<file path="config.mk">
export PLATFORM = sky130hd
export DESIGN_NAME = ubg_uart_core
export DESIGN_NICKNAME = d
export VERILOG_FILES = /design/src/verilog/ubg_pkg.sv /design/src/verilog/ubg_uart_core.sv
export SDC_FILE = /design/constraint.sdc
export NUM_CORES = 1
export LEC_CHECK = 0
export ABC_CLOCK_PERIOD_IN_PS = 4700
export BUFFER_PORTS_ARGS = -buffer_cell sky130_fd_sc_hd__buf_2
export CAP_MARGIN = 20
export CORE_MARGIN = 2
export CORE_UTILIZATION = 40
export DETAILED_ROUTE_END_ITERATION = 8
export SETUP_SLACK_MARGIN = 0.4
export SYNTH_ARGS = -nofsm -noshare
export SYNTH_HDL_FRONTEND = slang
export SYNTH_SLANG_ARGS = --single-unit
</file>
<file path="constraint.sdc">
create_clock -name aclk -period 4.7 [get_ports aclk]
set_clock_uncertainty 0.2 [all_clocks]
set_input_delay 0.705 -clock aclk [delete_from_list [all_inputs] [get_ports aclk]]
set_output_delay 0.705 -clock aclk [all_outputs]
set_load 0.1 [all_outputs]
</file>
<file path="src/verilog/ubg_pkg.sv">
// Constants, types and register layout of the serial baud and FIFO block
package ubg_pkg;
   localparam longint CLK_HZ      = 100_000_000; // System clock rate
   localparam longint PRE_NORM_HZ = 1_843_200;   // Normal prescale rate
   localparam longint PRE_FAST_HZ = 7_372_800;   // High-speed prescale rate
   localparam int     ACC_W       = 24;          // Phase accumulator width
   localparam longint ACC_ONE     = longint'(1) << ACC_W;
   // Fractional increments, so no integer divider ratio is needed
   localparam logic [ACC_W-1:0] INC_NORM = ACC_W'((PRE_NORM_HZ * ACC_ONE) / CLK_HZ);
   localparam logic [ACC_W-1:0] INC_FAST = ACC_W'((PRE_FAST_HZ * ACC_ONE) / CLK_HZ);

   localparam int         ADDR_W   = 6;     // Byte address width
   localparam logic [3:0] IDX_DATA = 4'h0;  // Receive/transmit data or low latch
   localparam logic [3:0] IDX_IER  = 4'h1;  // Interrupt enable or high latch
   localparam logic [3:0] IDX_IIR  = 4'h2;  // Ident (read), FIFO control (write)
   localparam logic [3:0] IDX_LCR  = 4'h3;  // Line control
   localparam logic [3:0] IDX_LSR  = 4'h5;  // Line status
   localparam logic [3:0] IDX_HS   = 4'h8;  // High-speed configuration
   localparam logic [1:0] RESP_OKAY   = 2'h0;
   localparam logic [1:0] RESP_SLVERR = 2'h2;

   localparam int          PTR_W      = 4;     // FIFO pointer width
   localparam int          CNT_W      = 5;     // FIFO fill width
   localparam logic [4:0]  FIFO_DEPTH = 5'h10; // Sixteen entries
   localparam logic [4:0]  ONE_DEEP   = 5'h01; // Holding-register mode
   localparam logic [4:0]  TRIG_L0    = 5'h01;
   localparam logic [4:0]  TRIG_L1    = 5'h04;
   localparam logic [4:0]  TRIG_L2    = 5'h08;
   localparam logic [4:0]  TRIG_L3    = 5'h0E;
   localparam logic [15:0] DIV_ZERO_RELOAD = 16'h0002; // Zero acts as three
   localparam int          HS_DIV_BIT = 15;    // Divisor bit that picks fast path
   localparam logic [3:0]  DATA_BITS_MIN = 4'h5;
   localparam logic [9:0]  TICKS_PER_BIT = 10'h010;
   localparam logic [9:0]  TMO_CHARS     = 10'h004;
   localparam logic [1:0]  IIR_FIFO_ON   = 2'h3;

   localparam int LSR_DR = 0, LSR_OE = 1, LSR_PE = 2, LSR_FE = 3;
   localparam int LSR_BI = 4, LSR_TX_HOLDING_EMPTY = 5, LSR_TEMT = 6, LSR_ERR = 7;

   typedef enum logic [3:0] {
      IID_NONE = 4'h1, IID_TX_HOLDING_EMPTY = 4'h2, IID_RDA = 4'h4, IID_LSR = 4'h6, IID_TMO = 4'hC
   } ubg_iid_t;

   typedef struct packed {
      logic       divisor_latch_access_bit;
      logic       set_break;
      logic       stick_parity;
      logic       even_parity;
      logic       parity_en;
      logic       two_stop;
      logic [1:0] word_len;
   } ubg_lcr_t;

   typedef struct packed {
      logic [3:0] zero;
      logic       modem_en;
      logic       line_en;
      logic       tx_holding_empty_en;
      logic       rda_en;
   } ubg_ier_t;

   typedef struct packed {
      logic [1:0] trig;
      logic [1:0] rsv;
      logic       dma_mode;
      logic       tx_reset;
      logic       rx_reset;
      logic       fifo_enable_bit;
   } ubg_fcr_t;

   typedef struct packed {
      logic       bi;
      logic       fe;
      logic       pe;
      logic [7:0] data;
   } ubg_rxchar_t;
endpackage

</file>
<file path="src/verilog/ubg_uart_core.sv">
// Baud generator, FIFOs, interrupt ident and line status behind AXI4-Lite
//
// Design decisions made here: the AXI4-Lite slave port and the address map.
module ubg_uart_core
   import ubg_pkg::*;
(
   input  wire logic              aclk,
   input  wire logic              aresetn,
   input  wire logic [ADDR_W-1:0] awaddr,
   input  wire logic              awvalid,
   output logic                   awready,
   input  wire logic [31:0]       wdata,
   input  wire logic [3:0]        wstrb,
   input  wire logic              wvalid,
   output logic                   wready,
   output logic [1:0]             bresp,
   output logic                   bvalid,
   input  wire logic              bready,
   input  wire logic [ADDR_W-1:0] araddr,
   input  wire logic              arvalid,
   output logic                   arready,
   output logic [31:0]            rdata,
   output logic [1:0]             rresp,
   output logic                   rvalid,
   input  wire logic              rready,
   input  wire logic              rx_valid,
   input  wire ubg_rxchar_t       rx_char,
   output logic                   tx_valid,
   output logic [7:0]             tx_data,
   input  wire logic              tx_ready,
   input  wire logic              tx_shift_idle,
   output logic                   baud_clk,
   output logic                   baud_tick,
   output logic                   int_req
);
   // Index decode shared by read and write paths
   function automatic logic idx_ok(input logic [3:0] i);
      return i == IDX_DATA || i == IDX_IER || i == IDX_IIR || i == IDX_LCR
          || i == IDX_LSR || i == IDX_HS;
   endfunction
   // Counter reload for a divisor
   function automatic logic [15:0] div_reload(input logic [15:0] d);
      return (d == 16'h0000) ? DIV_ZERO_RELOAD : d - 16'h0001;
   endfunction
   // Start, data, parity and stop bits of one character
   function automatic logic [9:0] char_bits(input ubg_lcr_t l);
      return 10'(DATA_BITS_MIN + {2'b00, l.word_len} + 4'h2 + {3'b000, l.parity_en}
             + {3'b000, l.two_stop});
   endfunction

   logic [7:0]          dll, baud_divisor_high;        // Divisor latches
   ubg_ier_t            interrupt_enable_reg;             // Interrupt enables
   ubg_lcr_t            lcr;             // Line control
   ubg_fcr_t            fifo_control_reg;             // FIFO control copy
   logic                hs;              // High-speed prescale select
   logic                aw_hold, w_hold; // Captured write halves
   logic [3:0]          aw_idx;          // Captured write index
   logic [7:0]          w_byte;          // Captured write byte
   logic                w_lane;          // Low byte lane enabled
   logic                wr_go, wr_en, rd_go;
   logic [3:0]          rd_idx;
   logic                div_wr, div_wr_q;
   logic                thr_wr, fcr_wr, fen_chg, rbr_rd, lsr_rd, iir_rd;
   logic [ACC_W-1:0]    acc;             // Prescale phase
   logic [ACC_W:0]      acc_sum;
   logic                pre_tick, fast;
   logic [15:0]         eff, reload, cnt, next_cnt;
   ubg_rxchar_t         rx_mem [16];     // Receive characters with flags
   logic [15:0]         rx_errv;         // Slot holds a flagged character
   logic [PTR_W-1:0]    rx_wp, rx_rp;
   logic [CNT_W-1:0]    rx_cnt, cap, trig;
   logic                rx_push, rx_pop, rx_flush, top_load, top_q;
   logic                oe, pe, fe, bi;  // Sticky line errors
   logic [7:0]          tx_mem [16];
   logic [PTR_W-1:0]    tx_wp, tx_rp;
   logic [CNT_W-1:0]    tx_cnt;
   logic                tx_push, tx_pop, tx_flush;
   logic                two_seen, tx_holding_empty_ind, tx_holding_empty_q, tx_holding_empty_pend;
   logic [9:0]          dly_cnt, tmo_cnt, tmo_lim;
   logic                tmo_pend, tmo_run;
   logic                rls_act, rda_act;
   ubg_iid_t            iid;
   logic [7:0]          iir_val, lsr_val;

   // Write channel: halves taken in either order, answered after both
   assign awready = !aw_hold && !bvalid;
   assign wready  = !w_hold && !bvalid;
   assign wr_go   = aw_hold && w_hold && !bvalid;
   assign wr_en   = wr_go && w_lane && idx_ok(aw_idx);
   assign arready = !rvalid;
   assign rd_go   = arvalid && arready;
   assign rd_idx  = araddr[5:2];

   // Capture of address and data halves
   always_ff @(posedge aclk)
   begin
      if (!aresetn)
      begin
         aw_hold <= 1'b0;
         w_hold  <= 1'b0;
         aw_idx  <= 4'h0;
         w_byte  <= 8'h00;
         w_lane  <= 1'b0;
      end
      else
      begin
         if (awvalid && awready)
         begin
            aw_hold <= 1'b1;
            aw_idx  <= awaddr[5:2];
         end
         else if (wr_go)
            aw_hold <= 1'b0;
         if (wvalid && wready)
         begin
            w_hold <= 1'b1;
            w_byte <= wdata[7:0];
            w_lane <= wstrb[0];
         end
         else if (wr_go)
            w_hold <= 1'b0;
      end
   end

   // Write response; unmapped index answers with an error
   always_ff @(posedge aclk)
   begin
      if (!aresetn)
      begin
         bvalid <= 1'b0;
         bresp  <= RESP_OKAY;
      end
      else if (wr_go)
      begin
         bvalid <= 1'b1;
         bresp  <= idx_ok(aw_idx) ? RESP_OKAY : RESP_SLVERR;
      end
      else if (bready)
         bvalid <= 1'b0;
   end

   // Access strobes; data offsets reach latches only with access bit set
   assign div_wr  = wr_en && lcr.divisor_latch_access_bit
                 && (aw_idx == IDX_DATA || aw_idx == IDX_IER);
   assign thr_wr  = wr_en && !lcr.divisor_latch_access_bit && aw_idx == IDX_DATA;
   assign fcr_wr  = wr_en && aw_idx == IDX_IIR;
   assign fen_chg = fcr_wr && (w_byte[0] != fifo_control_reg.fifo_enable_bit);
   assign rbr_rd  = rd_go && !lcr.divisor_latch_access_bit && rd_idx == IDX_DATA;
   assign lsr_rd  = rd_go && rd_idx == IDX_LSR;
   assign iir_rd  = rd_go && rd_idx == IDX_IIR;

   // Control registers
   always_ff @(posedge aclk)
   begin
      if (!aresetn)
      begin
         dll <= 8'h00;
         baud_divisor_high <= 8'h00;
         interrupt_enable_reg <= '0;
         lcr <= '0;
         fifo_control_reg <= '0;
         hs  <= 1'b0;
      end
      else if (wr_en)
      begin
         if (div_wr && aw_idx == IDX_DATA)
            dll <= w_byte;
         if (div_wr && aw_idx == IDX_IER)
            baud_divisor_high <= w_byte;
         if (!lcr.divisor_latch_access_bit && aw_idx == IDX_IER)
            interrupt_enable_reg <= {4'h0, w_byte[3:0]};
         if (aw_idx == IDX_LCR)
            lcr <= w_byte;
         if (fcr_wr)
            fifo_control_reg <= {w_byte[7:6], 2'b00, w_byte[3], 2'b00, w_byte[0]};
         if (aw_idx == IDX_HS)
            hs <= w_byte[0];
      end
   end

   // Prescale by phase accumulation; fast only with high-speed bit
   assign fast     = hs && baud_divisor_high[HS_DIV_BIT-8];
   assign eff      = fast ? {1'b0, baud_divisor_high[6:0], dll} : {baud_divisor_high, dll};
   assign reload   = div_reload(eff);
   assign acc_sum  = {1'b0, acc} + {1'b0, fast ? INC_FAST : INC_NORM};
   assign pre_tick = acc_sum[ACC_W];

   always_ff @(posedge aclk)
   begin
      if (!aresetn)
         acc <= '0;
      else
         acc <= acc_sum[ACC_W-1:0];
   end

   // Divisor counter, reloaded straight after a latch write
   always_comb
   begin
      if (div_wr_q)
         next_cnt = reload;
      else if (pre_tick)
         next_cnt = (cnt == 16'h0000) ? reload : cnt - 16'h0001;
      else
         next_cnt = cnt;
   end

   always_ff @(posedge aclk)
   begin
      if (!aresetn)
      begin
         cnt       <= 16'h0000;
         div_wr_q  <= 1'b0;
         baud_tick <= 1'b0;
         baud_clk  <= 1'b0;
      end
      else
      begin
         div_wr_q  <= div_wr;
         cnt       <= next_cnt;
         baud_tick <= pre_tick && cnt == 16'h0000 && !div_wr_q;
         if (eff == 16'h0001)
            baud_clk <= ~acc_sum[ACC_W-1];
         else if (eff == 16'h0002)
            baud_clk <= baud_clk ^ pre_tick;
         else
            baud_clk <= !(next_cnt >= reload - 16'h0001);
      end
   end

   // Receive FIFO; one deep when FIFOs are off
   assign cap      = fifo_control_reg.fifo_enable_bit ? FIFO_DEPTH : ONE_DEEP;
   assign rx_flush = fen_chg || (fcr_wr && w_byte[1]);
   assign rx_push  = rx_valid && rx_cnt < cap && !rx_flush;
   assign rx_pop   = rbr_rd && rx_cnt != '0 && !rx_flush;
   assign top_load = (rx_push && (rx_cnt == '0 || (rx_pop && rx_cnt == ONE_DEEP)))
                  || (rx_pop && rx_cnt > ONE_DEEP);

   always_ff @(posedge aclk)
   begin
      if (!aresetn || rx_flush)
      begin
         rx_wp   <= '0;
         rx_rp   <= '0;
         rx_cnt  <= '0;
         rx_errv <= 16'h0000;
      end
      else
      begin
         if (rx_push)
         begin
            rx_mem[rx_wp]  <= rx_char;
            rx_errv[rx_wp] <= rx_char.pe || rx_char.fe || rx_char.bi;
            rx_wp          <= rx_wp + 1'b1;
         end
         if (rx_pop)
         begin
            rx_rp <= rx_rp + 1'b1;
            if (!(rx_push && rx_wp == rx_rp))
               rx_errv[rx_rp] <= 1'b0;
         end
         rx_cnt <= rx_cnt + CNT_W'(rx_push) - CNT_W'(rx_pop);
      end
   end

   // Sticky errors; top-of-FIFO flags load a cycle after the top changes
   always_ff @(posedge aclk)
   begin
      if (!aresetn)
      begin
         {oe, pe, fe, bi} <= 4'h0;
      end
      else
      begin
         oe <= (rx_valid && rx_cnt >= cap) || (oe && !lsr_rd);
         pe <= (top_q && rx_mem[rx_rp].pe) || (pe && !lsr_rd);
         fe <= (top_q && rx_mem[rx_rp].fe) || (fe && !lsr_rd);
         bi <= (top_q && rx_mem[rx_rp].bi) || (bi && !lsr_rd);
      end
   end

   // Head change delayed a cycle, so flags follow the new top entry
   always_ff @(posedge aclk)
   begin
      if (!aresetn)
         top_q <= 1'b0;
      else
         top_q <= top_load;
   end

   // Receive idle timer in 16x ticks, four character times
   assign tmo_lim = TMO_CHARS * TICKS_PER_BIT * char_bits(lcr);
   assign tmo_run = fifo_control_reg.fifo_enable_bit && interrupt_enable_reg.rda_en && rx_cnt != '0;
   always_ff @(posedge aclk)
   begin
      if (!aresetn)
      begin
         tmo_cnt  <= 10'h000;
         tmo_pend <= 1'b0;
      end
      else if (rx_pop || !tmo_run)
      begin
         tmo_cnt  <= 10'h000;
         tmo_pend <= 1'b0;
      end
      else if (rx_push && !tmo_pend)
         tmo_cnt <= 10'h000;
      else if (baud_tick && !tmo_pend)
      begin
         tmo_cnt  <= tmo_cnt + 10'h001;
         tmo_pend <= tmo_cnt + 10'h001 >= tmo_lim;
      end
   end

   // Transmit FIFO
   assign tx_flush = fen_chg || (fcr_wr && w_byte[2]);
   assign tx_push  = thr_wr && tx_cnt < cap && !tx_flush;
   assign tx_valid = tx_cnt != '0;
   assign tx_data  = tx_mem[tx_rp];
   assign tx_pop   = tx_valid && tx_ready && !tx_flush;
   always_ff @(posedge aclk)
   begin
      if (!aresetn || tx_flush)
      begin
         tx_wp  <= '0;
         tx_rp  <= '0;
         tx_cnt <= '0;
      end
      else
      begin
         if (tx_push)
         begin
            tx_mem[tx_wp] <= w_byte;
            tx_wp         <= tx_wp + 1'b1;
         end
         if (tx_pop)
            tx_rp <= tx_rp + 1'b1;
         tx_cnt <= tx_cnt + CNT_W'(tx_push) - CNT_W'(tx_pop);
      end
   end

   // Empty flag held back after a lone byte drains in FIFO mode
   assign tx_holding_empty_ind = tx_cnt == '0 && dly_cnt == 10'h000;
   always_ff @(posedge aclk)
   begin
      if (!aresetn || tx_flush)
      begin
         dly_cnt  <= 10'h000;
         two_seen <= 1'b0;
      end
      else
      begin
         if (tx_cnt >= 5'h02)
            two_seen <= 1'b1;
         else if (tx_holding_empty_ind)
            two_seen <= 1'b0;
         if (tx_pop && tx_cnt == ONE_DEEP && !tx_push && !two_seen && fifo_control_reg.fifo_enable_bit)
            dly_cnt <= (char_bits(lcr) - 10'h001) * TICKS_PER_BIT;
         else if (baud_tick && dly_cnt != 10'h000)
            dly_cnt <= dly_cnt - 10'h001;
      end
   end

   // Transmit-empty pending; a set in the clearing cycle wins
   always_ff @(posedge aclk)
   begin
      if (!aresetn)
      begin
         tx_holding_empty_q    <= 1'b1;
         tx_holding_empty_pend <= 1'b0;
      end
      else
      begin
         tx_holding_empty_q <= tx_holding_empty_ind;
         if ((tx_holding_empty_ind && !tx_holding_empty_q) || fen_chg)
            tx_holding_empty_pend <= 1'b1;
         else if (thr_wr || (iir_rd && iid == IID_TX_HOLDING_EMPTY))
            tx_holding_empty_pend <= 1'b0;
      end
   end

   // Interrupt identification by priority
   assign trig    = fifo_control_reg.trig == 2'h0 ? TRIG_L0 : fifo_control_reg.trig == 2'h1 ? TRIG_L1
                  : fifo_control_reg.trig == 2'h2 ? TRIG_L2 : TRIG_L3;
   assign rls_act = interrupt_enable_reg.line_en && (oe || pe || fe || bi);
   assign rda_act = interrupt_enable_reg.rda_en && (fifo_control_reg.fifo_enable_bit ? rx_cnt >= trig : rx_cnt != '0);
   always_comb
   begin
      if (rls_act)
         iid = IID_LSR;
      else if (rda_act)
         iid = IID_RDA;
      else if (interrupt_enable_reg.rda_en && tmo_pend)
         iid = IID_TMO;
      else if (interrupt_enable_reg.tx_holding_empty_en && tx_holding_empty_pend)
         iid = IID_TX_HOLDING_EMPTY;
      else
         iid = IID_NONE;
   end
   assign iir_val = {fifo_control_reg.fifo_enable_bit ? IIR_FIFO_ON : 2'h0, 2'h0, iid};
   assign lsr_val = {fifo_control_reg.fifo_enable_bit && rx_errv != 16'h0000, tx_holding_empty_ind && tx_shift_idle,
                     tx_holding_empty_ind, bi, fe, pe, oe, rx_cnt != '0};

   // Read answer and interrupt line
   always_ff @(posedge aclk)
   begin
      if (!aresetn)
      begin
         rvalid  <= 1'b0;
         rdata   <= 32'h0000_0000;
         rresp   <= RESP_OKAY;
         int_req <= 1'b0;
      end
      else
      begin
         int_req <= iid != IID_NONE;
         if (rd_go)
         begin
            rvalid <= 1'b1;
            rresp  <= idx_ok(rd_idx) ? RESP_OKAY : RESP_SLVERR;
            case (rd_idx)
               IDX_DATA: rdata <= {24'h0, lcr.divisor_latch_access_bit ? dll
                                           : rx_mem[rx_rp].data};
               IDX_IER:  rdata <= {24'h0, lcr.divisor_latch_access_bit ? baud_divisor_high : interrupt_enable_reg};
               IDX_IIR:  rdata <= {24'h0, iir_val};
               IDX_LCR:  rdata <= {24'h0, lcr};
               IDX_LSR:  rdata <= {24'h0, lsr_val};
               IDX_HS:   rdata <= {31'h0, hs};
               default:  rdata <= 32'h0000_0000;
            endcase
         end
         else if (rready)
            rvalid <= 1'b0;
      end
   end

   a_div_reload: assert property (@(posedge aclk) disable iff (!aresetn)
      div_wr |-> ##2 cnt == reload) else $error("counter not reloaded");
   a_div_zero: assert property (@(posedge aclk) disable iff (!aresetn)
      eff == 16'h0000 |-> reload == DIV_ZERO_RELOAD) else $error("zero not three");
   a_div_two: assert property (@(posedge aclk) disable iff (!aresetn)
      eff == 16'h0002 && pre_tick && $stable(eff) |=> baud_clk != $past(baud_clk))
      else $error("half rate not toggling");
   a_low_two: assert property (@(posedge aclk) disable iff (!aresetn)
      eff >= 16'h0003 && !div_wr_q && pre_tick && cnt == 16'h0000 |=> !baud_clk)
      else $error("period not low first");
   a_rda_trig: assert property (@(posedge aclk) disable iff (!aresetn)
      interrupt_enable_reg.rda_en && fifo_control_reg.fifo_enable_bit && rx_cnt >= trig && !rls_act |-> iid == IID_RDA)
      else $error("trigger not reported");
   a_lsr_prio: assert property (@(posedge aclk) disable iff (!aresetn)
      rls_act |-> iir_val[3:0] == 4'h6) else $error("line status not first");
   a_dr_set: assert property (@(posedge aclk) disable iff (!aresetn)
      rx_push |=> lsr_val[LSR_DR]) else $error("data ready missing");
   a_tmo_clear: assert property (@(posedge aclk) disable iff (!aresetn)
      tmo_pend && rx_pop |=> !tmo_pend && tmo_cnt == 10'h000)
      else $error("timeout not cleared");
   a_tx_holding_empty_clear: assert property (@(posedge aclk) disable iff (!aresetn)
      thr_wr && !fen_chg && !(tx_holding_empty_ind && !tx_holding_empty_q) |=> !tx_holding_empty_pend)
      else $error("empty irq not cleared");
   a_iir_reset: assert property (@(posedge aclk)
      !aresetn |=> iir_val == 8'h01) else $error("ident not 01 after reset");
endmodule

</file>
Word level (Yosys, flattened, before mapping)
Memory sizes are Yosys's and may differ from the RTL's. A register that Yosys moved wholly into a read port is not among the register bits.
Index checks and enable logic that the tools add are counted.
Storage, ports and cells
  memories: 2
  output and inout bits: 53
  register bits: 200
  bits of input ports: 69
  bits in writable memories: 304
Operators by class
  bitwise operators: 6
  equal/unequal tests: 20
  $add $sub $neg: 19
  multiplexer cells: 55
  reductions and logical operators: 140
  $lt $le $gt $ge: 12
Memory list
  rx_mem: words 16, bits a word 11, rd ports 1, clocked after Yosys merged registers in 1, wr ports 1, line ubg_uart_core.sv:68  | ubg_rxchar_t rx_mem [16];
  tx_mem: words 16, bits a word 8, rd ports 1, clocked after Yosys merged registers in 1, wr ports 1, line ubg_uart_core.sv:74  | logic [7:0] tx_mem [16];
Operators by type and width (count)
  two-way mux 16 bit: 9
  logical AND 1 bit: 67
  case mux 8 bit (6 select lines): 1
  subtractor 16 x 1 -> 16 bit, second input constant: 3
  two-way mux 4 bit: 9
  logical NOT 16 bit: 2
  logical OR 1 bit: 28
  adder 24 x 21 -> 25 bit: 1
  two-way mux 1 bit: 22
  two-way mux 21 bit: 1
  == test 4 x 2 -> 1 bit, second input constant: 5
  two-way mux 10 bit: 2
  adder 4 x 1 -> 4 bit, second input constant: 4
  bitwise AND 16 bit: 1
  bitwise mux 16 bit: 1
  == test 16 x 1 -> 1 bit, second input constant: 1
  == test 16 x 2 -> 1 bit, second input constant: 1
  greater-or-equal comparator 16 bit: 1
  logical NOT 1 bit: 16
  two-way mux 8 bit: 2
  inverter 16 bit: 1
  nonzero test 16 bit: 1
  AND reduction 2 bit: 7
  nonzero test 2 bit: 7
  other kinds (40): 59

Logic depth before layout (Yosys ltp)
  depth after elaboration: 17
  mapped depth: 22
  gate-level depth less buffers: 18

Least setup slack after synthesis
Ideal clock, no wire load.
  kind: flip-flop to flip-flop
  from: register hs
  to: register baud_clk
  slack: 0.323 ns
  library setup time: 0.086 ns
  period minus slack after synthesis: 4.377 ns
  data required time: 4.414 ns
  cell stages (with the launch flop): 22
  data arrival time: 4.092 ns
  cell sequence: dfxtp_1 -> buf_2 -> and2_1 -> buf_4 -> inv_2 -> ha_1 -> ha_1 -> a311o_2 -> a2111oi_4 -> o32a_4 -> a21oi_4 -> a31oi_4 -> buf_12 -> mux2i_1 -> ha_1 -> a21oi_1 -> nor2_1 -> a211oi_1 -> o21ai_0 -> a211oi_1 -> nor2_1 -> a211oi_1
On the way
  cells in the longest elaborated chain, start to end: 11
Ends and longest elaborated chain
  start: declaration: line ubg_uart_core.sv:55  | logic hs;
  start signal: assignment: line ubg_uart_core.sv:177  | hs <= w_byte[0];
  logical AND 1 bit *: line ubg_uart_core.sv:182  | assign fast = hs && baud_divisor_high[HS_DIV_BIT-8];
  parallel branches: the longest is 5 deep, another holds adder 24 x 21 -> 25 bit
  two-way mux 16 bit *: line ubg_uart_core.sv:199  | if (div_wr_q)
  net next_cnt[9]: line ubg_uart_core.sv:67  | logic [15:0] eff, reload, cnt, next_cnt;
  greater-or-equal comparator 16 bit *: line ubg_uart_core.sv:226  | baud_clk <= !(next_cnt >= reload - 16'h0001);
  logical NOT 1 bit *: line ubg_uart_core.sv:226
  two-way mux 1 bit *: line ubg_uart_core.sv:223  | else if (eff == 16'h0002)
  two-way mux 1 bit *: line ubg_uart_core.sv:221  | if (eff == 16'h0001)
  end signal: assignment: line ubg_uart_core.sv:222  | baud_clk <= ~acc_sum[ACC_W-1];
  end signal: assignment: line ubg_uart_core.sv:224  | baud_clk <= baud_clk ^ pre_tick;
  end signal: assignment: line ubg_uart_core.sv:226
  end: declaration: line ubg_uart_core.sv:32  | output logic baud_clk,
Mark *: on every way through the listed nets, which the timed path passes.
A chain may end at the register's enable or synchronous reset.

Final worst setup path
  from: register baud_divisor_high[7]
  to: register baud_clk
On the way
  cells in the longest elaborated chain, start to end: 11
Ends and longest elaborated chain
  start: declaration: line ubg_uart_core.sv:51  | logic [7:0] dll, baud_divisor_high;
  start signal: assignment: line ubg_uart_core.sv:169  | baud_divisor_high <= w_byte;
  parallel branches: the longest is 10 deep, another holds subtractor 16 x 1 -> 16 bit
  two-way mux 1 bit *: line ubg_uart_core.sv:221
Mark *: on every way between the ends.

==> flow_metrics.tcl <==
set metrics [dict create \
    worstSetupStartpointType "register" \
    required_ns 5.00 \
    wl_per_cell_um 19.46 \
    grt_pass1_wl_mm 81.11 \
    drive_gt1_frac 0.1975 \
    largest_reg_flops 176 \
    ant_nets 0 \
    final_util 0.4588 \
    rsz0062_at_grt "false" \
    r2r-end "baud_clk" \
    cts_buffers 51 \
    syn_area_um2 22950 \
    ys_warn_count 0 \
    start_util 0.4054 \
    worst-path-max-fanout 4 \
    hp-start "rready" \
    drt-pass1-iter-count 6 \
    htreeDepth 2 \
    holdPathEnd "rvalid" \
    ys_seq_area_frac 0.5565 \
    areaGrowthSynthToFinish_pct 13.15 \
    io_buffers 64 \
    finalHoldViolCount 0 \
    drt_wl_total_mm 51.91 \
    reg2reg_depth 19 \
    antenna_found_initial 6 \
    grt_pass1_vias 14186 \
    largest-register "rx_mem" \
    fp-row-count 87 \
    ys_ff_latch 486 \
    p_leak_nw 9.155 \
    die_area_um2 59310 \
    power_density_nw_per_um2 432.4 \
    r2r_slack_ns 0.59 \
    clk_root_buffer_cell "clkbuf_16" \
    ir_drop_mv 0.3677 \
    synth_flop_cell "edfxtp_1" \
    hold_depth 2 \
    hold_buffers 0 \
    groute.usage.overall 0.1745 \
    top_regs "rx_mem (176), tx_mem (128), acc (24)" \
    clk-insertion-delay-late_ns 0.59 \
    worst-endpoint-arrival_ns 4.41 \
    ys_types 98 \
    fin_nets 2018 \
    worst_slew_margin_rel 0.2640 \
    yosysTopAreaCell "edfxtp_1" \
    cts.path.max_buffers 3 \
    cts_tree "built" \
    period_share 0.8747 \
    clk_pin_slew_ns 0.06 \
    status "completed" \
    drv_slew 0 \
    synth_common_cells "304 x edfxtp_1, 200 x nor2_1, 182 x dfxtp_1" \
    finalSetupViolCount 0 \
    async_flop_share 0 \
    cap_violations 0 \
    path_class "register to register" \
    hold_path_class "input port to register" \
    synth_top_cell_area_share 0.3978 \
    worst_pin_slew_ns 1.102 \
    die_w_um 243.5 \
    viasPerCell 5.349 \
    synth_area_leaders "edfxtp_1 40%, dfxtp_1 16%, mux4_2 9.3%" \
    post-dp-hpwl_mm 34.55 \
    yosys.cell_count.top_type "edfxtp_1" \
    period_minus_slack_ns 4.111 \
    grt_max_degree 71 \
    drt-initial-drc-count 919 \
    clock.fmax_mhz 243.3 \
    place.gp.congestion 0.7848 \
    tns_ns 0 \
    nFillCells 5044 \
    ios 122 \
    r2r-start "baud_divisor_high[7]" \
    coreArea_um2 56600 \
    postSynthCellCount 1799 \
    cp-end-kind "register" \
    grt_overflow 0 \
    cts_sinks 486 \
    die_y_um 243.5 \
    synth_edf_count 304 \
    synth.avg_cell_area_um2 12.76 \
    num_vias 14267 \
    drcViolationCount 0 \
]
[cell type report]
| type | instances | area, um^2 | area share |
|---|---|---|---|
| Clock buffer | 59 | 1346 | 0.05185 |
| Clock inverter | 33 | 410.4 | 0.01580 |
| Timing Repair Buffer | 110 | 723.2 | 0.02785 |
| Inverter | 60 | 227.7 | 0.008769 |
| Sequential cell | 486 | 12780 | 0.4921 |
| Antenna cell | 2 | 5.005 | 0.0001927 |
| Tap cell | 756 | 945.9 | 0.03643 |
| Multi-Input combinational cell | 1161 | 9530 | 0.3670 |
[power breakdown]
group,leakage [nW],switching (mW),internal (mW),total (mW)
Sequential,4.20,0.231,4.71,4.94
Clock,0.848,1.71,2.50,4.20
Combinational,4.10,1.29,0.794,2.08
[logic make-up (layout without fill, tap and decap cells)]
| kind of cell | after synthesis | in the layout | share of synthesized area |
|---|---|---|---|
| and+or+nand+nor | 553 | 553 | 0.1200 |
| DFF | 486 | 486 | 0.5565 |
| AOI/OAI and AO/OA | 234 | 234 | 0.07807 |
| buffers and inverters | 177 | 262 | 0.03735 |
| muxes | 163 | 163 | 0.1233 |
| xor gates and xnor gates | 104 | 104 | 0.03969 |
| adders and majority gates | 81 | 81 | 0.04492 |
| other | 1 | 28 | 0.0001634 |
[worst max-delay path by stage]
stage / start / end / slack, ns / cells after the start
floorplan: baud_divisor_high[7] / baud_clk / 0.41 / 21
detailed placement: baud_divisor_high[7] / baud_clk / 0.28 / 19
global placement: baud_divisor_high[7] / baud_clk / 0.34 / 19
CTS: baud_divisor_high[7] / baud_clk / 0.44 / 19
finish: baud_divisor_high[7] / baud_clk / 0.59 / 19
global route: hs / baud_clk / 0.39 / 19
[through the flow]
stage	setup WS (ns)	std cells	cell area, um^2	hold WS, ns	total power [mW]
after floorplan	0.4065	1824	23060	0.2368	6.660
after global placement	0.3361	2567	24020	0.2541	7.028
after detailed placement	0.2750	2567	24020	0.2574	7.081
after CTS	0.4356	2661	25810	0.07191	11.31
after global routing	0.3851	2666	25960	0.08765	11.73
final	0.5890	2667	25970	0.1031	11.23
[worst max-delay path, cell delays in order (launching register included)]
cell and delay [ns]:
dfxtp_2 0.32, and2_4 0.14, inv_2 0.05, ha_2 0.19
ha_1 0.19, a311o_2 0.40, a2111oi_4 0.33, o32a_4 0.24
a21oi_4 0.07, a31oi_4 0.24, buf_6 0.16, mux2_2 0.34
ha_1 0.29, nor2_1 0.10, a21oi_1 0.07, nor3_1 0.13
o21ai_1 0.11, a211oi_2 0.21, nor2_1 0.08, a211oi_1 0.17
[what timing repair did]
action | in CTS | in global routing
endpoints found under the setup margin | 1 | 1
gates resized for setup | 3 | 22
setup buffers | 2 | 3
endpoints found under the hold margin | 0 | 0
pin swaps | 1 | 8
[cells in the final DEF, fill, tap and decap left out, types with 26 or more instances in the layout]
cell | synthesis | routed
edfxtp_1 | 304 | 304
nor2_1 | 200 | 196
dfxtp_1 | 182 | 177
nand2_1 | 120 | 120
mux4_2 | 95 | 95
ha_1 | 76 | 74
a21oi_1 | 65 | 64
buf_2 | 14 | 64
xnor2_1 | 63 | 62
mux2i_1 | 61 | 58
inv_1 | 57 | 56
clkbuf_16 | 0 | 51
xor2_1 | 41 | 41
nand3_1 | 39 | 39
buf_4 | 29 | 38
o21ai_0 | 39 | 37
nor3_1 | 31 | 31
conb_1 | 1 | 26
[layer usage]
metal | wire length, um | up-vias | GRT usage
met4 | 1434 | 6 | 0.05775
met1 | 22890 | 7026 | 0.2327
li1 | - | 6766 | -
met5 | 45 | - | 0
met3 | 2940 | 87 | 0.03228
met2 | 24600 | 382 | 0.2876
No activity file was read; power rests on OpenSTA's default activity.
